## config.mk

```make
export PLATFORM = sky130hd
export DESIGN_NAME = tpc_top
export DESIGN_NICKNAME = d
export VERILOG_FILES = /design/src/tpc_pkg.sv /design/src/tpc_top.sv
export SDC_FILE = /design/constraint.sdc
export NUM_CORES = 1
export LEC_CHECK = 0
export BUFFER_PORTS_ARGS = -buffer_cell sky130_fd_sc_hd__buf_2
export CELL_PAD_IN_SITES_DETAIL_PLACEMENT = 1
export CELL_PAD_IN_SITES_GLOBAL_PLACEMENT = 1
export CORE_ASPECT_RATIO = 1.75
export CORE_UTILIZATION = 34
export CTS_BUF_LIST = sky130_fd_sc_hd__clkbuf_8
export DETAILED_ROUTE_END_ITERATION = 10
export PLACE_DENSITY = 0.83
export SYNTH_ARGS = -nofsm -noshare
export SYNTH_HDL_FRONTEND = slang
export SYNTH_SLANG_ARGS = --single-unit
```

## constraint.sdc

```tcl
create_clock -name clock_i -period 2.05 [get_ports clock_i]
set_clock_uncertainty 0.15 [all_clocks]
set_input_delay 0.41 -clock clock_i [delete_from_list [all_inputs] [get_ports clock_i]]
set_output_delay 0.41 -clock clock_i [all_outputs]
set_load 0.03 [all_outputs]
```

## src/tpc_pkg.sv

```systemverilog
// Package: constants and types for the teletext page wipe and data capture block
package tpc_pkg;

  // ---------------------------------------------------------------------------
  // Register map (word aligned byte addresses)
  // ---------------------------------------------------------------------------
  localparam logic [3:0] TPC_ADDR_CTRL   = 4'h0;
  localparam logic [3:0] TPC_ADDR_STATUS = 4'h4;
  localparam logic [3:0] TPC_ADDR_CHAN   = 4'h8;
  localparam logic [3:0] TPC_ADDR_ROW    = 4'hC;

  // ---------------------------------------------------------------------------
  // Control register fields
  // ---------------------------------------------------------------------------
  localparam int TPC_CTRL_EXT_POS   = 0;
  localparam int TPC_CTRL_ALL_LINES = 1;
  localparam int TPC_CTRL_DS_EN     = 2;
  localparam int TPC_CTRL_WIPE_REQ  = 3;

  // ---------------------------------------------------------------------------
  // Status register fields
  // ---------------------------------------------------------------------------
  localparam int TPC_STAT_LINK      = 0;
  localparam int TPC_STAT_SERVICE   = 1;
  localparam int TPC_STAT_WIPING    = 2;
  localparam int TPC_STAT_LOW_RATE  = 3;

  // ---------------------------------------------------------------------------
  // Memory geometry and packet codes
  // ---------------------------------------------------------------------------
  localparam int          TPC_COLS       = 40;
  localparam int          TPC_ROWS       = 26;
  localparam int          TPC_DS_ROWS    = 24;
  localparam logic [7:0]  TPC_SPACE      = 8'h20;
  localparam logic [4:0]  TPC_PKT_LINK   = 5'h1B;
  localparam logic [4:0]  TPC_PKT_SVC    = 5'h1E;
  localparam logic [4:0]  TPC_PKT_DS_LO  = 5'h1E;
  localparam logic [4:0]  TPC_PKT_ROW24  = 5'h18;
  localparam logic [2:0]  TPC_MAG_SVC_HI = 3'h0;
  localparam logic [3:0]  TPC_DESIG_ZERO = 4'h0;
  localparam logic [4:0]  TPC_ROW_FIRST  = 5'h01;
  localparam logic [4:0]  TPC_ROW_LAST   = 5'h17;
  localparam logic [5:0]  TPC_COL_LAST   = 6'h27;
  localparam logic [31:0] TPC_UNMAPPED   = 32'h0000_0000;

  // ---------------------------------------------------------------------------
  // Packet descriptor from the slicer and recogniser
  // ---------------------------------------------------------------------------
  typedef struct packed {
    logic [2:0] mag;
    logic [4:0] pkt;
    logic [3:0] desig;
    logic       tab;
    logic       header;
    logic       first_hdr;
    logic       erase;
  } tpc_pkt_t;

  // Page memory write port
  typedef struct packed {
    logic       we;
    logic       ext;
    logic [4:0] row;
    logic [5:0] col;
    logic [7:0] data;
  } tpc_mem_wr_t;

  typedef enum logic [1:0] {
    TPC_SOFT,
    TPC_HARD
  } tpc_wipe_kind_t;

  typedef enum logic [1:0] {
    TPC_IDLE,
    TPC_WIPE
  } tpc_state_t;

endpackage : tpc_pkg

```

## src/tpc_top.sv

```systemverilog
// Teletext page wipe, packet flags and data-service capture
//
// Our own choices: the Avalon-MM register port and the placing of the registers.
`timescale 1ns/1ps
`default_nettype none

// Overview of operation
// - Link packet 27 designation 0 sets link flag; software writes 0 to clear.
// - On low-rate system only X/0/27/0 (tab bit zero) sets link flag.
// - Packet 8/30, or 4/30 on low-rate, sets service flag; write 0 clears. Code sets it on 8/30 only, on either system.
// - First header after request, or header with erase bit, starts a wipe.
// - Hardware wipe spaces rows 1-23, extension row 1 and packet-24 row.
// - Packet-24 row is basic row 24 if placement bit set, else extension 0.
// - Header-triggered wipe completes within the header's TV line.
// - Software wipe request clears all memory; bit self-clears.
// - One wipe per line; pending software wipe runs on next free line.
// - Wipe-in-progress flag set on software request, cleared when done.
// - Reset wipes whole memory and shows wipe-in-progress until done.
// - All-lines bit accepts packets on any line, not just blanking.
// - Data-service enable makes device capture packets 30 and 31.
// - Sixteen channels from magazine and packet LSB; channel 0 is 8/30.
// - Only packets matching software-selected channel are captured.
// - Captured packets fill rows 0-23 in turn, wrapping after 24.
// - No hardware wipe in data-service mode; software wipe resets row counter.
// - Data-service bytes are stored without error checking.
// - Capture identical for low-rate and high-rate systems.
// - Low-rate flag reflects detection and selects flag packet variants. Code uses it for the link flag only.
module tpc_top #(
  parameter int COLS = tpc_pkg::TPC_COLS
) (
  // Clock and reset
  input  wire logic             clock_i,
  input  wire logic             rst_n_i,
  // Avalon-MM slave
  input  wire logic [3:0]       avs_address_i,
  input  wire logic             avs_read_i,
  input  wire logic             avs_write_i,
  input  wire logic [31:0]      avs_writedata_i,
  input  wire logic [3:0]       avs_byteenable_i,
  output logic      [31:0]      avs_readdata_o,
  output logic                  avs_waitrequest_o,
  // Packet recogniser
  input  wire logic             pkt_valid_i,
  input  wire tpc_pkg::tpc_pkt_t pkt_i,
  input  wire logic [7:0]       pkt_byte_i,
  input  wire logic [5:0]       pkt_col_i,
  input  wire logic             pkt_byte_valid_i,
  input  wire logic             line_start_i,
  input  wire logic             vbi_i,
  input  wire logic             low_rate_det_i,
  // Page memory write port
  output tpc_pkg::tpc_mem_wr_t  mem_wr_o,
  // Status
  output logic                  accept_line_o,
  output logic                  ds_capture_o
);
  import tpc_pkg::*;

  // ---------------------------------------------------------------------------
  // Reset synchroniser
  // ---------------------------------------------------------------------------
  // Internal logic leaves reset two edges after the pin is released
  logic rst_s1_r;
  logic rst_n_r;
  always_ff @(posedge clock_i or negedge rst_n_i) begin
    if (!rst_n_i) begin
      rst_s1_r <= 1'b0;
      rst_n_r  <= 1'b0;
    end else begin
      rst_s1_r <= 1'b1;
      rst_n_r  <= rst_s1_r;
    end
  end

  // ---------------------------------------------------------------------------
  // Control and flag state
  // ---------------------------------------------------------------------------
  logic       ext_row_placement_bit_r;
  logic       all_lines_acquire_bit_r;
  logic       data_service_enable_bit_r;
  logic [3:0] ds_channel_r;
  logic       link_packet_seen_flag_r;
  logic       service_packet_seen_flag_r;
  logic       wipe_in_progress_flag_r;
  logic       soft_pending_r;
  logic       low_rate_system_flag_r;
  logic [4:0] ds_row_r;
  logic [4:0] ds_row_nxt;

  tpc_state_t     state_r;
  tpc_wipe_kind_t kind_r;
  logic [4:0]     wrow_r;
  logic [5:0]     wcol_r;
  logic           wext_r;
  logic           line_used_r;

  logic wr_ctrl;
  logic wr_stat;
  logic wr_chan;
  logic pkt_ok;
  logic link_hit;
  logic svc_hit;
  logic hard_req;
  logic ds_hit;
  logic soft_wr;
  logic wipe_done;
  logic [3:0] pkt_chan;

  assign wr_ctrl = avs_write_i && (avs_address_i == TPC_ADDR_CTRL)
                   && avs_byteenable_i[0];
  assign wr_stat = avs_write_i && (avs_address_i == TPC_ADDR_STATUS)
                   && avs_byteenable_i[0];
  assign wr_chan = avs_write_i && (avs_address_i == TPC_ADDR_CHAN)
                   && avs_byteenable_i[0];
  assign soft_wr = wr_ctrl && avs_writedata_i[TPC_CTRL_WIPE_REQ];

  // ---------------------------------------------------------------------------
  // Packet classification
  // ---------------------------------------------------------------------------
  assign accept_line_o = all_lines_acquire_bit_r || vbi_i;
  assign pkt_ok = pkt_valid_i && accept_line_o;
  // Link packet seen whether or not acquired
  assign link_hit = pkt_valid_i && (pkt_i.pkt == TPC_PKT_LINK)
                    && (pkt_i.desig == TPC_DESIG_ZERO)
                    && !(low_rate_system_flag_r && pkt_i.tab);
  // Magazine 8 encodes as zero magazine bits; magazine 4 is not matched
  assign svc_hit = pkt_valid_i && (pkt_i.pkt == TPC_PKT_SVC)
                   && (pkt_i.mag == TPC_MAG_SVC_HI);
  assign pkt_chan = {pkt_i.mag, pkt_i.pkt[0]};
  // Same path regardless of line system, no error checks
  assign ds_hit = pkt_ok && data_service_enable_bit_r
                  && (pkt_i.pkt[4:1] == TPC_PKT_DS_LO[4:1])
                  && (pkt_chan == ds_channel_r);
  // Headers only force a wipe outside data-service mode
  assign hard_req = pkt_ok && pkt_i.header && !data_service_enable_bit_r
                    && (pkt_i.first_hdr || pkt_i.erase);

  // ---------------------------------------------------------------------------
  // Control register
  // ---------------------------------------------------------------------------
  // The wipe request bit is not stored; it only raises soft_wr for one cycle
  always_ff @(posedge clock_i or negedge rst_n_r) begin
    if (!rst_n_r) begin
      ext_row_placement_bit_r   <= 1'b0;
      all_lines_acquire_bit_r   <= 1'b0;
      data_service_enable_bit_r <= 1'b0;
      ds_channel_r              <= 4'h0;
    end else begin
      if (wr_ctrl) begin
        ext_row_placement_bit_r   <= avs_writedata_i[TPC_CTRL_EXT_POS];
        all_lines_acquire_bit_r   <= avs_writedata_i[TPC_CTRL_ALL_LINES];
        data_service_enable_bit_r <= avs_writedata_i[TPC_CTRL_DS_EN];
      end
      if (wr_chan) begin
        ds_channel_r <= avs_writedata_i[3:0];
      end
    end
  end

  // ---------------------------------------------------------------------------
  // Seen flags: set wins over clear
  // ---------------------------------------------------------------------------
  always_ff @(posedge clock_i or negedge rst_n_r) begin
    if (!rst_n_r) begin
      link_packet_seen_flag_r    <= 1'b0;
      service_packet_seen_flag_r <= 1'b0;
      low_rate_system_flag_r     <= 1'b0;
    end else begin
      // The low-rate flag follows the detector one clock late
      low_rate_system_flag_r <= low_rate_det_i;
      if (link_hit) begin
        link_packet_seen_flag_r <= 1'b1;
      end else if (wr_stat && !avs_writedata_i[TPC_STAT_LINK]) begin
        link_packet_seen_flag_r <= 1'b0;
      end
      if (svc_hit) begin
        service_packet_seen_flag_r <= 1'b1;
      end else if (wr_stat && !avs_writedata_i[TPC_STAT_SERVICE]) begin
        service_packet_seen_flag_r <= 1'b0;
      end
    end
  end

  // ---------------------------------------------------------------------------
  // Wipe engine: one location per clock
  // ---------------------------------------------------------------------------
  // Software and reset wipes end on the last extension row, hardware wipes
  // on extension row 1, which they reach after the packet-24 row
  assign wipe_done = (state_r == TPC_WIPE) && (wcol_r == TPC_COL_LAST)
                     && wext_r
                     && (kind_r == TPC_SOFT
                         ? (wrow_r == 5'(TPC_ROWS - 1))
                         : (wrow_r == TPC_ROW_FIRST));

  always_ff @(posedge clock_i or negedge rst_n_r) begin
    if (!rst_n_r) begin
      state_r         <= TPC_WIPE;
      kind_r          <= TPC_SOFT;
      wrow_r          <= 5'h00;
      wcol_r          <= 6'h00;
      wext_r          <= 1'b0;
      line_used_r     <= 1'b1;
      soft_pending_r  <= 1'b0;
      wipe_in_progress_flag_r <= 1'b1;
    end else begin
      if (soft_wr) begin
        soft_pending_r          <= 1'b1;
        wipe_in_progress_flag_r <= 1'b1;
      end
      if (line_start_i) begin
        line_used_r <= 1'b0;
      end
      // A line whose wipe is spent refuses further wipes until line_start_i;
      // a header that arrives while another wipe runs is not queued
      case (state_r)
        TPC_IDLE: begin
          if (hard_req && !line_used_r) begin
            // Hardware wins, software stays pending
            state_r     <= TPC_WIPE;
            kind_r      <= TPC_HARD;
            wrow_r      <= TPC_ROW_FIRST;
            wcol_r      <= 6'h00;
            wext_r      <= 1'b0;
            line_used_r <= 1'b1;
          end else if (soft_pending_r && !line_used_r && !hard_req
                       && !line_start_i) begin
            state_r        <= TPC_WIPE;
            kind_r         <= TPC_SOFT;
            wrow_r         <= 5'h00;
            wcol_r         <= 6'h00;
            wext_r         <= 1'b0;
            line_used_r    <= 1'b1;
            soft_pending_r <= soft_wr;
          end
        end
        TPC_WIPE: begin
          if (wcol_r != TPC_COL_LAST) begin
            wcol_r <= wcol_r + 6'h01;
          end else begin
            wcol_r <= 6'h00;
            if (!wext_r && kind_r == TPC_HARD && wrow_r == TPC_ROW_LAST) begin
              // Basic rows done: packet-24 row, then extension row 1
              if (ext_row_placement_bit_r) begin
                wrow_r <= TPC_PKT_ROW24;
              end else begin
                wext_r <= 1'b1;
                wrow_r <= 5'h00;
              end
            end else if (!wext_r && wrow_r == TPC_PKT_ROW24
                         && kind_r == TPC_HARD) begin
              wext_r <= 1'b1;
              wrow_r <= TPC_ROW_FIRST;
            end else if (!wext_r
                         && wrow_r == 5'(TPC_ROWS - 1)) begin
              wext_r <= 1'b1;
              wrow_r <= 5'h00;
            end else if (wext_r && wrow_r == 5'h00
                         && kind_r == TPC_HARD) begin
              wrow_r <= TPC_ROW_FIRST;
            end else begin
              wrow_r <= wrow_r + 5'h01;
            end
          end
          if (wipe_done) begin
            state_r <= TPC_IDLE;
            if (kind_r == TPC_SOFT && !soft_wr && !soft_pending_r) begin
              wipe_in_progress_flag_r <= 1'b0;
            end
          end
        end
        default: begin
          state_r <= TPC_IDLE;
        end
      endcase
    end
  end

  // ---------------------------------------------------------------------------
  // Data-service row counter
  // ---------------------------------------------------------------------------
  // Row advances after the last-column byte of a captured packet
  always_comb begin
    ds_row_nxt = ds_row_r;
    if (ds_hit && pkt_col_i == TPC_COL_LAST && pkt_byte_valid_i) begin
      ds_row_nxt = (ds_row_r == 5'(TPC_DS_ROWS - 1))
                   ? 5'h00 : ds_row_r + 5'h01;
    end
  end

  always_ff @(posedge clock_i or negedge rst_n_r) begin
    if (!rst_n_r) begin
      ds_row_r <= 5'h00;
    end else if (!data_service_enable_bit_r) begin
      ds_row_r <= 5'h00;
    end else if (wipe_done && kind_r == TPC_SOFT) begin
      ds_row_r <= 5'h00;
    end else begin
      ds_row_r <= ds_row_nxt;
    end
  end

  // ---------------------------------------------------------------------------
  // Memory write port: wipe has priority; capture bytes stored raw
  // ---------------------------------------------------------------------------
  always_ff @(posedge clock_i or negedge rst_n_r) begin
    if (!rst_n_r) begin
      mem_wr_o     <= '0;
      ds_capture_o <= 1'b0;
    end else begin
      ds_capture_o <= ds_hit;
      // A capture byte that meets a running wipe is lost
      if (state_r == TPC_WIPE) begin
        mem_wr_o.we   <= 1'b1;
        mem_wr_o.ext  <= wext_r;
        mem_wr_o.row  <= wrow_r;
        mem_wr_o.col  <= wcol_r;
        mem_wr_o.data <= TPC_SPACE;
      end else if (ds_hit && pkt_byte_valid_i) begin
        mem_wr_o.we   <= 1'b1;
        mem_wr_o.ext  <= 1'b0;
        mem_wr_o.row  <= ds_row_r;
        mem_wr_o.col  <= pkt_col_i;
        mem_wr_o.data <= pkt_byte_i;
      end else begin
        mem_wr_o.we   <= 1'b0;
      end
    end
  end

  // ---------------------------------------------------------------------------
  // Avalon-MM slave: reads take one wait state, writes none
  // ---------------------------------------------------------------------------
  // Read data is registered, so a read is held off for one cycle until the
  // word stands on avs_readdata_o; writes land at the edge they are seen.
  logic rd_ack_r;

  always_ff @(posedge clock_i or negedge rst_n_r) begin
    if (!rst_n_r) begin
      rd_ack_r <= 1'b0;
    end else begin
      rd_ack_r <= avs_read_i && !rd_ack_r;
    end
  end

  assign avs_waitrequest_o = avs_read_i && !rd_ack_r;

  // Read data is captured once per read, in its wait-state cycle
  always_ff @(posedge clock_i or negedge rst_n_r) begin
    if (!rst_n_r) begin
      avs_readdata_o <= TPC_UNMAPPED;
    end else if (avs_read_i && !rd_ack_r) begin
      if (avs_address_i == TPC_ADDR_CTRL) begin
        avs_readdata_o <= {28'h0, 1'b0, data_service_enable_bit_r,
                           all_lines_acquire_bit_r, ext_row_placement_bit_r};
      end else if (avs_address_i == TPC_ADDR_STATUS) begin
        avs_readdata_o <= {28'h0, low_rate_system_flag_r,
                           wipe_in_progress_flag_r,
                           service_packet_seen_flag_r,
                           link_packet_seen_flag_r};
      end else if (avs_address_i == TPC_ADDR_CHAN) begin
        avs_readdata_o <= {28'h0, ds_channel_r};
      end else if (avs_address_i == TPC_ADDR_ROW) begin
        avs_readdata_o <= {27'h0, ds_row_r};
      end else begin
        avs_readdata_o <= TPC_UNMAPPED;
      end
    end
  end

endmodule : tpc_top

`default_nettype wire

```

==> out/summary.txt, run 1 <==
status - finished, final reports clean
share of cells above drive strength 1 - 34.1%
Die Y - 134 um
most frequent cell after synthesis - dfrtp_1
Worst Hold Class - in2reg
Avg Inst Size Synth - 10.2 sq um
Critical Path AT - 2.07 ns
drt pass-1 iters - 4
Post-Syn Area - 3360 sq um
crit share post-route - 95.3%
CTS Buffer Depth - 2
# fillers - 1147
power density over the cells - 642 nW/um^2
fin crit period - 1.95 ns
placed cells - 536
Root Buffer - clkbuf_8
first-pass GRT wire length - 15000 um
sequential area share after synthesis - 46.3%
startpoint types - register
Post-synth EDFFs - 0
#FFs+latches synth - 62
largest net degree at the start of global routing - 61
WHS Path Cells - 1
vias in the first global route - 3068
Static Leak - 0.00212 uW
Max IR drop VDD - 236 uV
Yosys cell types - 53
row cnt - 47
synth cell count leaders - dfrtp_1, nand2_1, buf_4, o21ai_0, mux2i_1
nets - 511
Iteration-0 DRC Markers - 72
Vias/cell - 5.03
cells taking the most area after synthesis - dfrtp_1, buf_4, mux2i_1
final slew viol count - 0
Sum Neg Setup Slack - 0 ns
Die Area - 10300 sq um
Syn Inst Count - 328
crit end category - register
Core Area - 9530 sq um
I/O Pins - 135
Reg clk slew, reported paths - 0.06 ns
ys flop type - dfrtp_1
unrepaired setup endpoints after global routing - no
gr ovfl total - 0
Antenna Nets Post-Route - 0
chip width - 77.2 um
Non-Filler Instances - 553
# H-tree levels - 3
HPWL after DPL - 6800 um
WL final - 8840 um
Synth area leader - dfrtp_1
CP Max Fanout - 4
Syn-to-layout area delta - 23.5%
RD Place Congestion - 0.844
Worst-Skew Late Latency - 0.34 ns
Starting Density - 35.3%
final setup fails - 0
Worst Setup Slack, final - 0.0966 ns
share of Yosys cell area claimed by the top area cell type - 43.9%
DRC Markers - 0
vias after detailed routing - 2779
total CTS buffers - 9
WL/cell - 16.0 um
antenna violations before repair - 0
Max Fclk - 512 MHz
Req. time, crit path - 2.17 ns
Worst Reg2Reg Path Length in Cells - 7
CTS tree - built
maxcap violations - 0
gr usage total - 18.5%
CTS sink cnt - 62
Worst-Margin Slew - 0.509 ns
# diodes - 0
Yosys Warn Count - 0
Rel. slew slack - 65.8%
final hold violation count - 0
DP Worst Slack - -0.0533 ns
type of the worst setup path - reg2reg
Synth async-reset ratio - 100%
PortBufs - 76
==> final cells by class <==
type | instances | area, sq um | area share [%]
inverter | 10 | 37.5 | 0.905
clock inverter | 2 | 7.51 | 0.181
tap | 122 | 153 | 3.68
clock buffer | 13 | 179 | 4.31
sequential | 62 | 1560 | 37.5
timing repair buffer | 101 | 596 | 14.4
multi-input combinational | 243 | 1620 | 39.0
==> power breakdown <==
part	switching, uW	total, uW	internal (uW)
logic	206	335	129
clock network	446	1000	556
registers	51.4	1330	1280
==> critical path, cell delays in order, from the launching register on <==
cell      delay (ns)
dfrtp_1         0.36
ha_1            0.18
nand4b_1        0.15
or3_4           0.38
buf_4           0.17
nor4_4          0.25
a21oi_1         0.13
o21ai_1         0.12
==> flip-flops by register name (all words and copies together), names as in the netlist, 4 cells and up <==
name            cells
ds_channel_r        4
wrow_r              5
wcol_r              6
mem_wr_o           21
avs_readdata_o      5
ds_row_r            5
==> placed cells by master (no fill, tap or decap), types with 3 or more instances in the layout <==
cell,n
and3_1,3
dfrtp_1,57
o21ai_0,26
nand3b_1,3
or3_1,3
clkbuf_8,13
mux2_2,7
mux2i_1,21
nand4_1,3
nand2_1,37
nor3_1,7
inv_1,11
xor2_1,5
nand3_1,13
ha_1,5
buf_2,76
dfstp_2,3
buf_4,22
nor2_1,18
a22o_1,8
conb_1,28
nand2b_1,5
a21oi_1,12
==> stage by stage <==
step                      hold WS, ns  instance area (sq um)  util, %  power, uW
after CTS                      0.0186                   4140     43.5       2690
after detailed placement       0.0470                   3930     41.3       1680
after global placement         0.0448                   3930     41.3       1670
final                          0.0321                   4150     43.6       2660
after global routing           0.0195                   4150     43.6       2770
after floorplan               -0.0356                   3460        -       1600
==> what timing repair did <==
item | CTS | global route
cloned | 0 | 0
setup buffers | 0 | 1
pin swaps | 1 | 1
resized for setup | 2 | 2
hold buffers | 1 | 0
hold endpoints to repair | 2 | 0
endpoints found under the setup margin | 8 | 11
==> kinds of logic after synthesis <==
| kind of cell | synth area share [%] |
|---|---|
| simple gates | 19.8 |
| flops | 46.3 |
| compound gates | 10.3 |
| buf+inv | 8.79 |
| mux | 10.7 |
| xor+xnor | 2.05 |
| fa+ha+maj | 1.86 |
| other cells | 0.223 |
==> routing by layer <==
layer  up-vias  GRT usage, %  routed length (um)
li1       1300             -                   -
met1      1386          18.5                3020
met2        74          35.7                5240
met3        19          2.74                 296
met4         0          9.85                 281
met5         -             0                   0
==> path summary, 6_finish.rpt <==
kind	end	startpoint	slack (ns)
setup / recovery	wrow_r[2]	wcol_r[1]	0.1
max in group asynchronous	state_r[0]	rst_n_r	1.31
hold / removal	low_rate_system_flag_r	low_rate_det_i	0.03
hold reg to reg	data_service_enable_bit_r	rst_n_r	0.12
min in group asynchronous	data_service_enable_bit_r	rst_n_r	0.12
setup reg to reg	wrow_r[2]	wcol_r[1]	0.1
(Power assumes the default switching activity.)
==> run 2: changes to the inputs <==
--- a/config.mk
+++ b/config.mk
@@ -12,7 +12,8 @@
 export CORE_UTILIZATION = 34
 export CTS_BUF_LIST = sky130_fd_sc_hd__clkbuf_8
 export DETAILED_ROUTE_END_ITERATION = 10
-export PLACE_DENSITY = 0.83
+export PLACE_DENSITY = 0.79
+export SETUP_SLACK_MARGIN = 0.4
 export SYNTH_ARGS = -nofsm -noshare
 export SYNTH_HDL_FRONTEND = slang
 export SYNTH_SLANG_ARGS = --single-unit
==> out/summary.txt, run 2 (same netlist as run 1, synthesis figures left out) <==
HPWL after DPL - 7090 um (+4.1%)
vias after detailed routing - 2914 (+4.9%)
sequential cell area - 1560 sq um (+0.16%)
Root Buffer - clkbuf_8
CTS Buffer Depth - 2 (unchanged)
# diodes - 0 (unchanged)
fin crit period - 1.91 ns (-0.0437 ns)
vias in the first global route - 3163 (+3.1%)
nets - 526 (+2.9%)
Power Total - 3000 uW (+13%)
final setup fails - 0 (unchanged)
crit share post-route - 93.2% (-2.1 points)
RD Place Congestion - 0.863 (+2.2%)
WL final - 10400 um (+17%)
PortBufs - 76 (unchanged)
Worst R2R Setup Slack - 0.14 ns (+0.04 ns)
multi-input logic area - 1800 sq um (+11%)
Reg clk slew, reported paths - 0.07 ns (about the same)
Antenna Nets Post-Route - 0 (unchanged)
gr ovfl total - 0 (unchanged)
Worst-Margin Slew - 0.556 ns (+0.0472 ns)
Iteration-0 DRC Markers - 96 (+33%)
Max Fclk - 524 MHz (+2.3%)
power density over the cells - 662 nW/um^2 (+3.1%)
Vias/cell - 5.12 (+1.9%)
Static Leak - 0.00225 uW (+6.0%)
# H-tree levels - 3 (unchanged)
final hold violation count - 0 (unchanged)
CTS sink cnt - 62 (unchanged)
crit end category - register
Largest Register - mem_wr_o
final slew viol count - 0 (unchanged)
maxcap violations - 0 (unchanged)
CTS tree - built
unrepaired setup endpoints after global routing - yes
share of cells above drive strength 1 - 43.4% (+9.3 points)
# fillers - 1113 (-3.0%)
Rel. slew slack - 62.9% (-2.9 points)
WL/cell - 18.2 um (+14%)
chip width - 77.2 um (unchanged)
total CTS buffers - 9 (unchanged)
Top Registers - mem_wr_o (21), wcol_r (6)
I/O Pins - 135 (unchanged)
most common cell after layout, fill and taps aside - buf_2
Die Area - 10300 sq um (unchanged)
DRC Markers - 0 (unchanged)
Core Util, Final - 47.6% (+4.0 points)
Max IR drop VDD - 415 uV (+76%)
type of the worst setup path - reg2reg
Core Area - 9530 sq um (unchanged)
DP Worst Slack - 0.0429 ns (+0.0961 ns)
Starting Density - 35.3% (unchanged)
Die Y - 134 um (unchanged)
Worst Setup Slack, final - 0.140 ns (+0.0437 ns)
Largest register FFs - 21 (unchanged)
status - finished, final reports clean
first-pass GRT wire length - 15600 um (+4.2%)
Worst-Skew Late Latency - 0.35 ns (about the same)
gr usage total - 19.9% (+1.3 points)
Syn-to-layout area delta - 34.8%
antenna violations before repair - 0 (unchanged)
CP Max Fanout - 4 (unchanged)
Req. time, crit path - 2.18 ns (about the same)
drt pass-1 iters - 4 (unchanged)
largest net degree at the start of global routing - 36 (-41%)
commonest cells after routing, fill and taps aside - buf_2, dfrtp_1, nand2_1
row cnt - 47 (unchanged)
Worst Hold Class - in2reg
startpoint types - register
Critical Path AT - 2.04 ns (-0.03 ns)
-- run 2: cell types whose count changed in the layout (fill, tap and decap cells not counted), moves of 4 or more --
cell | previous run | this run
buf_4 | 22 | 31
buf_6 | 0 | 7
o21ai_0 | 26 | 19
nor2_1 | 18 | 13
o21ai_1 | 2 | 7
a21oi_1 | 12 | 8
-- run 2: critical path, stage by stage (launching register included) --
cell	delay, ns
dfrtp_1	0.36
ha_2	0.19
nand4b_1	0.15
or3_4	0.40
buf_6	0.14
nor4_4	0.22
a21oi_1	0.12
o21ai_1	0.12
-- run 2: per-stage QoR --
stage	cells	TNS [ns]	cell area, sq um	hold WS, ns
floorplan	354	0	3520	-0.0356
global placement	532	-0.0105	3930	0.0451
detailed placement	532	0	3930	0.0478
CTS	563	0	4430	0.00358
global route	569	0	4530	0.0594
finish	569	0	4530	0.0609
-- run 2: final timing paths --
kind	to	cells after the start	from
setup / recovery	wrow_r[2]	7	wcol_r[1]
hold / removal	line_used_r	2	line_start_i
setup reg to reg	wrow_r[2]	7	wcol_r[1]
hold reg to reg	kind_r[0]	0	rst_n_r
max in group asynchronous	wipe_in_progress_flag_r	1	rst_n_r
min in group asynchronous	kind_r[0]	0	rst_n_r
-- run 2: layout make-up --
| type | count | share of cell area [%] |
|---|---|---|
| multi-input combinational | 243 | 39.7 |
| tap | 122 | 3.37 |
| clock inverter | 4 | 1.52 |
| inverter | 10 | 0.939 |
| sequential | 62 | 34.4 |
| clock buffer | 12 | 3.65 |
| timing repair buffer | 116 | 16.4 |
-- run 2: per-layer routing --
layer / routed length (um) / share of wire [%] / global-route usage, %
met3: 333 / 3.2 / 2.81
met4: 436 / 4.2 / 13.1
met5: 0 / 0 / 0
met1: 3560 / 34 / 18.6
met2: 6040 / 58 / 38.6
-- run 2: power breakdown --
| group | total [uW] | internal, uW | leakage, uW | switching, uW |
|---|---|---|---|---|
| Clock | 1280 | 778 | 0.000124 | 501 |
| Sequential | 1330 | 1270 | 0.000764 | 55.3 |
| Combinational | 390 | 163 | 0.00136 | 226 |
-- run 2: what timing repair did --
action                                 in CTS  in global routing
pin swaps                                  17                 16
setup buffers                              14                  5
gates resized for setup                    43                 16
endpoints found under the hold margin       2                  1
hold buffers                                1                  1
setup endpoints to repair                  37                 36
